[config.mk]
export PLATFORM = sky130hd
export DESIGN_NAME = indirect_table_access_map
export DESIGN_NICKNAME = d
export VERILOG_FILES = /design/src/rtl/indirect_table_access_map_pkg.sv /design/src/rtl/indirect_table_access_map.sv
export SDC_FILE = /design/constraint.sdc
export NUM_CORES = 1
export LEC_CHECK = 0
export BUFFER_PORTS_ARGS = -buffer_cell sky130_fd_sc_hd__buf_4
export CELL_PAD_IN_SITES_DETAIL_PLACEMENT = 0
export CELL_PAD_IN_SITES_GLOBAL_PLACEMENT = 1
export CORE_MARGIN = 2
export CORE_UTILIZATION = 35
export CTS_BUF_LIST = sky130_fd_sc_hd__clkbuf_8 sky130_fd_sc_hd__clkbuf_16
export CTS_CLUSTER_DIAMETER = 150
export DETAILED_ROUTE_END_ITERATION = 10
export GPL_TIMING_DRIVEN = 0
export MAX_ROUTING_LAYER = met4
export PLACE_DENSITY_LB_ADDON = 0.1
export REMOVE_ABC_BUFFERS = 1
export SLEW_MARGIN = 10
export SYNTH_ARGS = -nofsm -noshare
export SYNTH_HDL_FRONTEND = slang
export SYNTH_SLANG_ARGS = --single-unit
export TNS_END_PERCENT = 20
[constraint.sdc]
create_clock -name sys_clk -period 5.1 [get_ports sys_clk]
set_input_delay 0.51 -clock sys_clk [delete_from_list [all_inputs] [get_ports sys_clk]]
set_output_delay 0.51 -clock sys_clk [all_outputs]
set_load 0.05 [all_outputs]
[src/rtl/indirect_table_access_map_pkg.sv]
// Purpose: Constants, types and decode for the switch register bank and indirect map.
// Assumes: Byte-wide register port fed by the serial management decoder.
// Notes:   Offsets, reset values and ranges live here only.
// Behaviour
// - Queue 3 rate code, bits 6-0, resets zero.
// - Four-queue mode makes queue 3 highest priority.
// - Test registers read fixed values, host leaves them.
// - Highest queue limited exactly by its rate code.
// - Lower queues follow priority ratio registers.
// - Static MAC entries 0-31 at 0x000-0x01F.
// - VLAN buckets up to 0x1FF, four entries each.
// - Dynamic MAC table entries selected by selector 10.
// - MIB blocks: ports 1-3, reserved, port 4.
// - Total byte and drop counters from 0x100.
// - Control bits 1-0 give address bits 9-8.
// - EEE space: six registers 00-05 per port.
// - EEE, ACL, config data pass indirect byte register.
// - ACL: sixteen entries, two addresses each.
// - Function selects 011, 101 are factory reserved.
// - Config space: port 0 global, 1-3 ports.
package indirect_table_access_map_pkg;
   localparam int          NUM_PORTS      = 4;
   localparam logic [7:0]  OFS_IND_CTRL   = 8'h6E;
   localparam logic [7:0]  OFS_IND_ADDR   = 8'h6F;
   localparam logic [7:0]  OFS_IND_DATA   = 8'hA0;
   localparam logic [7:0]  OFS_TEST_A     = 8'hBF;
   localparam logic [7:0]  OFS_TEST_RSV   = 8'hCF;
   localparam logic [7:0]  OFS_TEST_B     = 8'hDF;
   localparam logic [7:0]  OFS_TEST_C     = 8'hEF;
   localparam logic [7:0]  OFS_TEST_D     = 8'hFF;
   localparam logic [7:0]  OFS_Q3_RATE [NUM_PORTS] = '{8'hBE, 8'hCE, 8'hDE, 8'hFE};
   localparam logic [7:0]  RST_TEST_A     = 8'h80;
   localparam logic [7:0]  RST_TEST_RSV   = 8'h15;
   localparam logic [7:0]  RST_TEST_B     = 8'h0C;
   localparam logic [7:0]  RST_TEST_C     = 8'h32;
   localparam logic [7:0]  RST_TEST_D     = 8'h00;
   localparam logic [6:0]  RST_Q3_RATE    = 7'h00;
   localparam logic [7:0]  RST_BYTE       = 8'h00;
   localparam int          CTRL_FS_MSB    = 7;
   localparam int          CTRL_FS_LSB    = 5;
   localparam int          CTRL_READ_BIT  = 4;
   localparam int          CTRL_TS_MSB    = 3;
   localparam int          CTRL_TS_LSB    = 2;
   localparam logic [9:0]  STATIC_LAST    = 10'h01F;
   localparam logic [9:0]  TABLE_LAST     = 10'h1FF;
   localparam logic [9:0]  MIB_RSV_FIRST  = 10'h060;
   localparam logic [9:0]  MIB_RSV_LAST   = 10'h07F;
   localparam logic [9:0]  MIB_P4_LAST    = 10'h09F;
   localparam logic [9:0]  MIB_TOT_FIRST  = 10'h100;
   localparam logic [9:0]  MIB_TOT_LAST   = 10'h113;
   localparam logic [7:0]  EEE_LAST       = 8'h05;
   localparam logic [7:0]  ACL_LAST       = 8'h1F;
   localparam logic [3:0]  CFG_PORT_LAST  = 4'h3;
   localparam logic [3:0]  PORT_LAST      = 4'h4;

   typedef enum logic [2:0] {
      FS_TABLE = 3'b000, FS_EEE = 3'b001, FS_ACL = 3'b010, FS_FACT1 = 3'b011,
      FS_CONFIG = 3'b100, FS_FACT2 = 3'b101, FS_UNUSED1 = 3'b110, FS_UNUSED2 = 3'b111
   } func_sel_t;

   typedef enum logic [3:0] {
      SP_NONE = 4'h0, SP_STATIC = 4'h1, SP_VLAN = 4'h2, SP_DYNAMIC = 4'h3,
      SP_MIB_PORT = 4'h4, SP_MIB_TOTAL = 4'h5, SP_EEE = 4'h6, SP_ACL = 4'h7,
      SP_CONFIG = 4'h8
   } space_t;

   typedef struct packed {
      space_t      space;
      logic        write;
      logic [3:0]  port;
      logic [9:0]  index;
      logic [7:0]  wdata;
   } ind_req_t;

   typedef struct packed {
      logic [6:0]  q3Rate;
      logic        q3Highest;
      logic        lowerFromRatio;
   } egress_cfg_t;

   // Maps the control byte and low address byte to a target space and entry.
   function automatic ind_req_t decodeIndirect(input logic [7:0] ctrl, input logic [7:0] low);
      ind_req_t   r;
      logic [9:0] a;
      logic [3:0] pn;
      r  = '0;
      a  = {ctrl[1:0], low};
      pn = ctrl[3:0];
      unique case (func_sel_t'(ctrl[CTRL_FS_MSB:CTRL_FS_LSB]))
         FS_TABLE: begin
            r.index = a;
            unique case (ctrl[CTRL_TS_MSB:CTRL_TS_LSB])
               2'b00: r.space = (a <= STATIC_LAST) ? SP_STATIC : SP_NONE;
               2'b01: r.space = (a <= TABLE_LAST) ? SP_VLAN : SP_NONE;
               2'b10: r.space = (a <= TABLE_LAST) ? SP_DYNAMIC : SP_NONE;
               2'b11: begin
                  if (a <= MIB_P4_LAST && !(a >= MIB_RSV_FIRST && a <= MIB_RSV_LAST)) begin
                     r.space = SP_MIB_PORT;
                     r.port  = (a[7]) ? PORT_LAST : {2'b00, a[6:5]} + 4'h1;
                  end else if (a >= MIB_TOT_FIRST && a <= MIB_TOT_LAST) begin
                     r.space = SP_MIB_TOTAL;
                  end
               end
            endcase
         end
         FS_EEE: begin
            r.port  = pn;
            r.index = {2'b00, low};
            if (low <= EEE_LAST && pn != 4'h0 && pn <= PORT_LAST) r.space = SP_EEE;
         end
         FS_ACL: begin
            r.port  = pn;
            r.index = {2'b00, low};
            if (low <= ACL_LAST && pn != 4'h0 && pn <= PORT_LAST) r.space = SP_ACL;
         end
         FS_CONFIG: begin
            r.port  = pn;
            r.index = {2'b00, low};
            if (pn <= CFG_PORT_LAST) r.space = SP_CONFIG;
         end
         FS_FACT1, FS_FACT2, FS_UNUSED1, FS_UNUSED2: r.space = SP_NONE;
      endcase
      return r;
   endfunction : decodeIndirect
endpackage : indirect_table_access_map_pkg

[src/rtl/indirect_table_access_map.sv]
// Purpose: Byte register bank with queue 3 egress limits, test registers and
//          the indirect access decoder steering accesses to table engines.
// Assumes: regRead/regWrite are one-cycle strobes from the serial port decoder.
// Notes:   Writing the indirect address byte launches one indirect access.
`timescale 1ns/10ps
module indirect_table_access_map
   import indirect_table_access_map_pkg::*;
(
   input  wire logic               sys_clk,
   input  wire logic               nrst,
   input  wire logic [7:0]         regAddr,
   input  wire logic [7:0]         regWdata,
   input  wire logic               regWrite,
   input  wire logic               regRead,
   output logic      [7:0]         regRdata,
   output logic                    regRvalid,
   output ind_req_t                indReq,
   output logic                    indReqValid,
   input  wire logic [7:0]         indRdata,
   input  wire logic               indRdValid,
   input  wire logic [NUM_PORTS-1:0] fourQueueMode,
   input  wire logic [NUM_PORTS-1:0] multiQueue,
   output egress_cfg_t [NUM_PORTS-1:0] egressCfg
);

   logic [7:0]            ctrlReg, ctrlNext;
   logic [7:0]            addrReg, addrNext;
   logic [7:0]            dataReg, dataNext;
   logic [7:0]            rdReg, rdNext;
   logic                  rvReg, rvNext;
   ind_req_t              reqReg, reqNext;
   logic                  reqVReg, reqVNext;
   logic                  pendReg, pendNext;
   logic [6:0]            q3Reg [NUM_PORTS];
   logic [6:0]            q3Next [NUM_PORTS];
   egress_cfg_t [NUM_PORTS-1:0] egReg, egNext;
   ind_req_t              launch;
   logic                  launchNow;

   assign launch    = decodeIndirect(ctrlReg, regWdata);
   assign launchNow = regWrite && regAddr == OFS_IND_ADDR;

   // Queue 3 rate codes, one per port; the 0xEE slot between 0xDE and 0xFE is skipped in the map.
   genvar gp;
   generate
      for (gp = 0; gp < NUM_PORTS; gp++) begin : g_q3
         always_comb begin
            q3Next[gp] = q3Reg[gp];
            if (regWrite && regAddr == OFS_Q3_RATE[gp]) begin
               q3Next[gp] = regWdata[6:0];
            end
            egNext[gp].q3Rate         = q3Reg[gp];
            egNext[gp].q3Highest      = fourQueueMode[gp];
            egNext[gp].lowerFromRatio = multiQueue[gp];
         end
         always_ff @(posedge sys_clk) begin
            if (!nrst) begin
               q3Reg[gp] <= RST_Q3_RATE;
               egReg[gp] <= '0;
            end else begin
               q3Reg[gp] <= q3Next[gp];
               egReg[gp] <= egNext[gp];
            end
         end
      end
   endgenerate

   assign egressCfg = egReg;

   // Control, address and data bytes, and the indirect launch.
   always_comb begin
      ctrlNext = ctrlReg;
      addrNext = addrReg;
      dataNext = dataReg;
      reqNext  = reqReg;
      reqVNext = 1'b0;
      pendNext = pendReg;
      if (regWrite && regAddr == OFS_IND_CTRL) begin
         ctrlNext = regWdata;
      end
      if (regWrite && regAddr == OFS_IND_DATA) begin
         dataNext = regWdata;
      end
      if (indRdValid && pendReg) begin
         dataNext = indRdata;
         pendNext = 1'b0;
      end
      if (launchNow) begin
         addrNext       = regWdata;
         reqNext        = launch;
         reqNext.write  = !ctrlReg[CTRL_READ_BIT];
         reqNext.wdata  = dataReg;
         if (launch.space == SP_NONE) begin
            // A reserved range never reaches an engine; a read returns zero.
            if (ctrlReg[CTRL_READ_BIT]) begin
               dataNext = RST_BYTE;
            end
            pendNext = 1'b0;
         end else begin
            reqVNext = 1'b1;
            pendNext = ctrlReg[CTRL_READ_BIT];
         end
      end
   end

   always_ff @(posedge sys_clk) begin
      if (!nrst) begin
         ctrlReg <= RST_BYTE;
         addrReg <= RST_BYTE;
         dataReg <= RST_BYTE;
         reqReg  <= '0;
         reqVReg <= 1'b0;
         pendReg <= 1'b0;
      end else begin
         ctrlReg <= ctrlNext;
         addrReg <= addrNext;
         dataReg <= dataNext;
         reqReg  <= reqNext;
         reqVReg <= reqVNext;
         pendReg <= pendNext;
      end
   end

   assign indReq      = reqReg;
   assign indReqValid = reqVReg;

   // Register read path; the answer is registered, one cycle after the strobe.
   always_comb begin
      rdNext = rdReg;
      rvNext = 1'b0;
      if (regRead) begin
         rvNext = 1'b1;
         rdNext = RST_BYTE;
         unique case (regAddr)
            OFS_IND_CTRL: rdNext = ctrlReg;
            OFS_IND_ADDR: rdNext = addrReg;
            OFS_IND_DATA: rdNext = dataReg;
            OFS_TEST_A:   rdNext = RST_TEST_A;
            OFS_TEST_RSV: rdNext = RST_TEST_RSV;
            OFS_TEST_B:   rdNext = RST_TEST_B;
            OFS_TEST_C:   rdNext = RST_TEST_C;
            OFS_TEST_D:   rdNext = RST_TEST_D;
            default: begin
               for (int p = 0; p < NUM_PORTS; p++) begin
                  if (regAddr == OFS_Q3_RATE[p]) rdNext = {1'b0, q3Reg[p]};
               end
            end
         endcase
      end
   end

   always_ff @(posedge sys_clk) begin
      if (!nrst) begin
         rdReg <= RST_BYTE;
         rvReg <= 1'b0;
      end else begin
         rdReg <= rdNext;
         rvReg <= rvNext;
      end
   end

   assign regRdata  = rdReg;
   assign regRvalid = rvReg;
endmodule : indirect_table_access_map

Word level (Yosys, flattened, before mapping)
Memories as Yosys holds them, arrays and structs flattened.
Cells that the tools add are included.
Storage, ports and cells
  register bits: 98
  latch bits: 0
  bits in writable memories: 28
  ROM bits: 0
  bits of input ports: 37
  output and inout port bits: 73
  word-level logic and storage cells: 127
  memories kept: 1
Memories
  q3Reg: depth 4, width 7, read ports 4, clocked after Yosys merged registers in 0, write ports 4, line indirect_table_access_map.sv:34  | logic [6:0] q3Reg [NUM_PORTS];
Cells by class
  add/sub/neg operators: 1
  $mul: 0
  divide/modulo/power cells: 0
  magnitude comparators: 11
  equality and inequality tests: 22
  shifts and indexed selects: 0
  muxes and demuxes: 39
  bitwise gates (word level): 4
  reductions and logical operators: 25
Operators with widths (count)
  $eq A8 B8 Y1 const B: 10
  $mux W8: 8
  $pmux W8 S8: 1
  $mux W7: 9
  $pmux W14 S2: 1
  $mux W3: 7
  $le A10 B9 Y1 const B: 2
  $pmux W4 S5: 1
  $eq A8 B7 Y1 const B: 2
  $pmux W4 S4: 1
  $logic_and A1 B1 Y1: 15
  $eq A3 B3 Y1 const B: 4
  $ge A10 B7 Y1 const B: 1
  $ge A10 B9 Y1 const B: 1
  $le A10 B5 Y1 const B: 1
  $le A10 B7 Y1 const B: 1
  $le A10 B8 Y1 const B: 1
  $le A8 B3 Y1 const B: 1
  $le A8 B5 Y1 const B: 1
  $mux W1: 8
  $eq A3 B2 Y1 const B: 2
  $eq A2 B2 Y1 const B: 2
  $le A4 B2 Y1 const B: 1
  $le A4 B3 Y1 const B: 1
  15 further kinds: 20

Depth between registers and ports, before layout
  depth after elaboration: 10
  gate-level depth with buffers: 8

Worst setup path before layout
OpenSTA, ideal clock, no wires.
  path kind: input to register
  start: input regAddr[4]
  end: register dataReg[0]
  setup time: 0.151 ns
  arrival time: 2.030 ns
  data required time: 4.949 ns
  path slack: 2.919 ns
  stages on the path: 8
  cell sequence: buf_2 and4bb_1 buf_2 and3_1 buf_2 nand2_1 o41ai_4 a211oi_2
Between the ends
  longest elaborated chain between the ends: 7
  elaborated cells between the ends (all ways): 9
  classes of those cells: eq/ne: 2; mux: 5; reduce/logical: 2
Ends and longest elaborated chain
  from (decl): line indirect_table_access_map.sv:11  | input wire logic [7:0] regAddr,
  $eq A8 B8 Y1: line indirect_table_access_map.sv:81  | if (regWrite && regAddr == OFS_IND_DATA) begin
  $logic_and A1 B1 Y1: line indirect_table_access_map.sv:81
  $mux W8: line indirect_table_access_map.sv:81
  $mux W8: line indirect_table_access_map.sv:84  | if (indRdValid && pendReg) begin
  $mux W8: line indirect_table_access_map.sv:95  | if (ctrlReg[CTRL_READ_BIT]) begin
  $mux W8: line indirect_table_access_map.sv:93  | if (launch.space == SP_NONE) begin
  $mux W8 (*): line indirect_table_access_map.sv:88  | if (launchNow) begin
  to (signal assigned): line indirect_table_access_map.sv:117  | dataReg <= dataNext;
  to (decl): line indirect_table_access_map.sv:28  | logic [7:0] dataReg, dataNext;
Every way passes the cells marked *; elsewhere a longest branch is shown, timed or not.
A chain may end at the register's enable or synchronous reset.

Final worst setup path
  start: input regAddr[4]
  end: register dataReg[6]
Same word-level chain as after synthesis.

==> results.py <==
metrics = {
    "die": {
        "die_area_sq_mm": 0.01627,
        "row_count": 45,
        "die_w_um": 127.5,
        "coreArea_sq_mm": 0.01503,
        "chipHeight_um": 127.5,
        "initial_core_util_pct": 35.53,
        "ioPinCount": 110,
    },
    "cts": {
        "postCtsHoldBufs": 0,
        "cts_tree": "built",
        "cts_sinks": 126,
        "post_cts_buffers": 0,
        "clk_pin_slew_ns": 0.06,
        "cts_resized": 0,
        "cts_made_buffers": 17,
        "cts_max_level": 4,
        "clock_latency_ns": 0.42,
        "cts.path.max_buffers": 2,
        "root_buffer": "clkbuf_16",
    },
    "min_path": {
        "min_path_type": "primary input to register",
    },
    "detailed_routing": {
        "first_pass_iters": 4,
        "wl_per_cell_um": 17.09,
        "drc": 0,
        "routed_wl_um": 14340,
        "ant_nets": 0,
        "routed_via_density": 5.063,
        "drt_iter0_drc": 256,
        "vias": 4248,
    },
    "yosys": {
        "async_flop_share_pct": 0,
        "ys_seq_area_share_pct": 47.22,
        "synth_cells": 561,
        "synth_area_per_cell_sq_um": 9.521,
        "synth_edf_count": 0,
        "ys.flop_type": "dfxtp_1",
        "syn_area_sq_mm": 0.005341,
        "synth_cell_types": 63,
        "yosysWarnings": 0,
        "ys_ff_latch": 126,
    },
    "setup_path": {
        "setup.worst_path.end_class": "register",
        "worstPathCellList": "buf_4 > and4bb_1 > and3_1 > nand2_1 > o41ai_4 > a211oi_2",
        "cpMaxStageDelayCell": "and3_1",
        "critPathLaunchType": "primary input",
        "slowest_delay_ns": 1.04,
        "critPathArrivalTime_ns": 3.45,
        "cp_data_required_time_ns": 5.37,
        "cp_num_buf_inv": 1,
        "cp_top_family": "simple AND/OR/NAND/NOR gates",
        "crit_type": "primary input to register",
        "crit_fanout": 32,
    },
    "timing": {
        "fin_crit_sh_pct": 62.25,
        "hold_slack_ns": 0.2940,
        "fin_tns_setup_ns": 0,
        "relSlewSlack_pct": 21.95,
        "fmax_mhz": 315.0,
        "tightest_slew_ns": 1.171,
        "hold_viol": 0,
        "rsz0062_at_grt": "false",
        "finalSetupViolations": 0,
        "finClkSkew_ns": 0.005272,
        "drv_slew": 0,
        "min_period_ns": 3.175,
    },
    "power_and_ir_drop": {
        "clkPwrFrac_pct": 52.1,
        "power_frac_seq_pct": 42.2,
        "p_sw_mw": 0.5397,
        "irDropWorstVdd_mv": 0.2117,
        "p_per_area_mw_per_mm2": 347.0,
        "switching_share_pct": 22.87,
        "design_power_total_mw": 2.359,
        "internal_power_mw": 1.820,
        "comb_power_share_pct": 5.7,
        "power.leakage_nw": 2.903,
    },
    "run": {
        "maxCapViolCount": 0,
    },
    "grt": {
        "grtUsageTotal_pct": 18.65,
        "grt_pass1_vias": 4110,
        "grt_max_degree": 120,
        "grt_overflow": 0,
        "antenna_found_initial": 0,
        "grt_pass1_wl_um": 22500,
    },
    "final_layout": {
        "area_delta_synth_final_pct": 27.29,
        "diodes": 0,
        "drive_above_1_share_pct": 24.58,
        "design_area_sq_mm": 0.006799,
        "final_nets": 677,
    },
    "placement": {
        "io_buffers": 109,
        "placed_area_sq_mm": 0.006190,
        "hpwl_um": 9458,
        "gp_congestion": 0.7945,
    },
    "status": {
        "status": "finished clean",
    },
}
worst paths after layout:
| check | start | end | slack [ns] | cells past startpoint |
|---|---|---|---|---|
| max reg2reg | ctrlReg[6] | dataReg[6] | 2.88 | 5 |
| min reg2reg | indReq[23] | indReq[23] | 0.46 | 2 |
| max | regAddr[4] | dataReg[6] | 1.93 | 6 |
| min | multiQueue[1] | egressCfg[9] | 0.29 | 2 |
logic make-up after synthesis:
logic type               share of synthesized area, %
AO/OA/AOI/OAI                                   17.17
XOR/XNOR                                       0.3280
adder cells (fa/ha/maj)                        0.6558
buffers and inverters                           4.217
flip-flops                                      47.22
multiplexers                                    9.276
AND/OR/NAND/NOR                                 21.13
stage by stage:
step	setup WS (ns)	util, %	std cells
2_1_floorplan	2.359	-	510
3_3_place_gp	1.453	41.14	807
3_5_place_dp	1.418	41.17	807
4_1_cts	1.878	45.23	839
5_1_grt	1.639	45.23	839
6_report	1.925	45.23	839
power by group through the flow:
stage / clock (mW) / combinational [mW] / sequential [mW]
3_5_place_dp: 0 / 0.135 / 1.02
2_1_floorplan: 0 / 0.0341 / 1.04
4_1_cts: 1.26 / 0.136 / 0.996
5_1_grt: 1.31 / 0.144 / 0.996
3_3_place_gp: 0 / 0.135 / 1.02
6_report: 1.23 / 0.135 / 0.996
final cells by class:
class / instances / area, sq um
fillers: 1492 / 8234
multi-input cells: 380 / 2599
flip-flops and latches: 126 / 2522
repair buffers: 109 / 818.3
clock buffers: 18 / 439.2
well taps: 188 / 235.2
clock inverters: 14 / 170.2
inverters: 4 / 15.01
per-layer routing:
layer,track usage (%),vias to the layer above,share of wire (%)
li1,-,2112,-
met1,23.66,1994,47
met2,28.63,119,46
met3,4.941,23,5.0
met4,6.852,0,1.7
met5,-,-,0
Yosys cell counts, types with 4 or more instances:
library cell  number  share of area, %
a211oi_2           8               1.9
a21boi_0          21               3.0
a21oi_1           16               1.5
a221oi_1           6              0.98
a22o_1             5              0.82
a22oi_1           13               1.8
a32oi_1            5              0.82
and2_1            39               4.6
buf_2              6              0.56
clkbuf_1          41               2.9
dfxtp_1          126                47
inv_1              4              0.28
mux2_2             4              0.84
mux2i_1           45               8.4
nand2_1           61               4.3
nand3_1           13               1.2
nand4_1            4              0.47
nor2_1            18               1.3
nor2b_1           46               5.4
o21ai_0           15               1.4
state kept, by name (all words and copies together) (netlist names), 8 cells and up:
signal,cells
q3Reg,28
addrReg,8
ctrlReg,8
dataReg,8
indReq,27
regRdata,8
egressCfg,36
placed cells by master, fill, tap and decap left out, types with 4 or more instances in the layout:
cell type / netlist / layout
a211oi_2: 8 / 8
a21boi_0: 21 / 21
a21oi_1: 16 / 16
a221oi_1: 6 / 6
a22o_1: 5 / 5
a22oi_1: 13 / 13
a32oi_1: 5 / 5
and2_1: 39 / 39
buf_4: 1 / 109
clkbuf_16: 0 / 17
clkinvlp_4: 0 / 6
dfxtp_1: 126 / 126
inv_1: 4 / 5
mux2_2: 4 / 4
mux2i_1: 45 / 45
nand2_1: 61 / 61
nand3_1: 13 / 12
nand4_1: 4 / 4
nor2_1: 18 / 18
nor2b_1: 46 / 46
o21ai_0: 15 / 15
(Power assumes the default switching activity.)
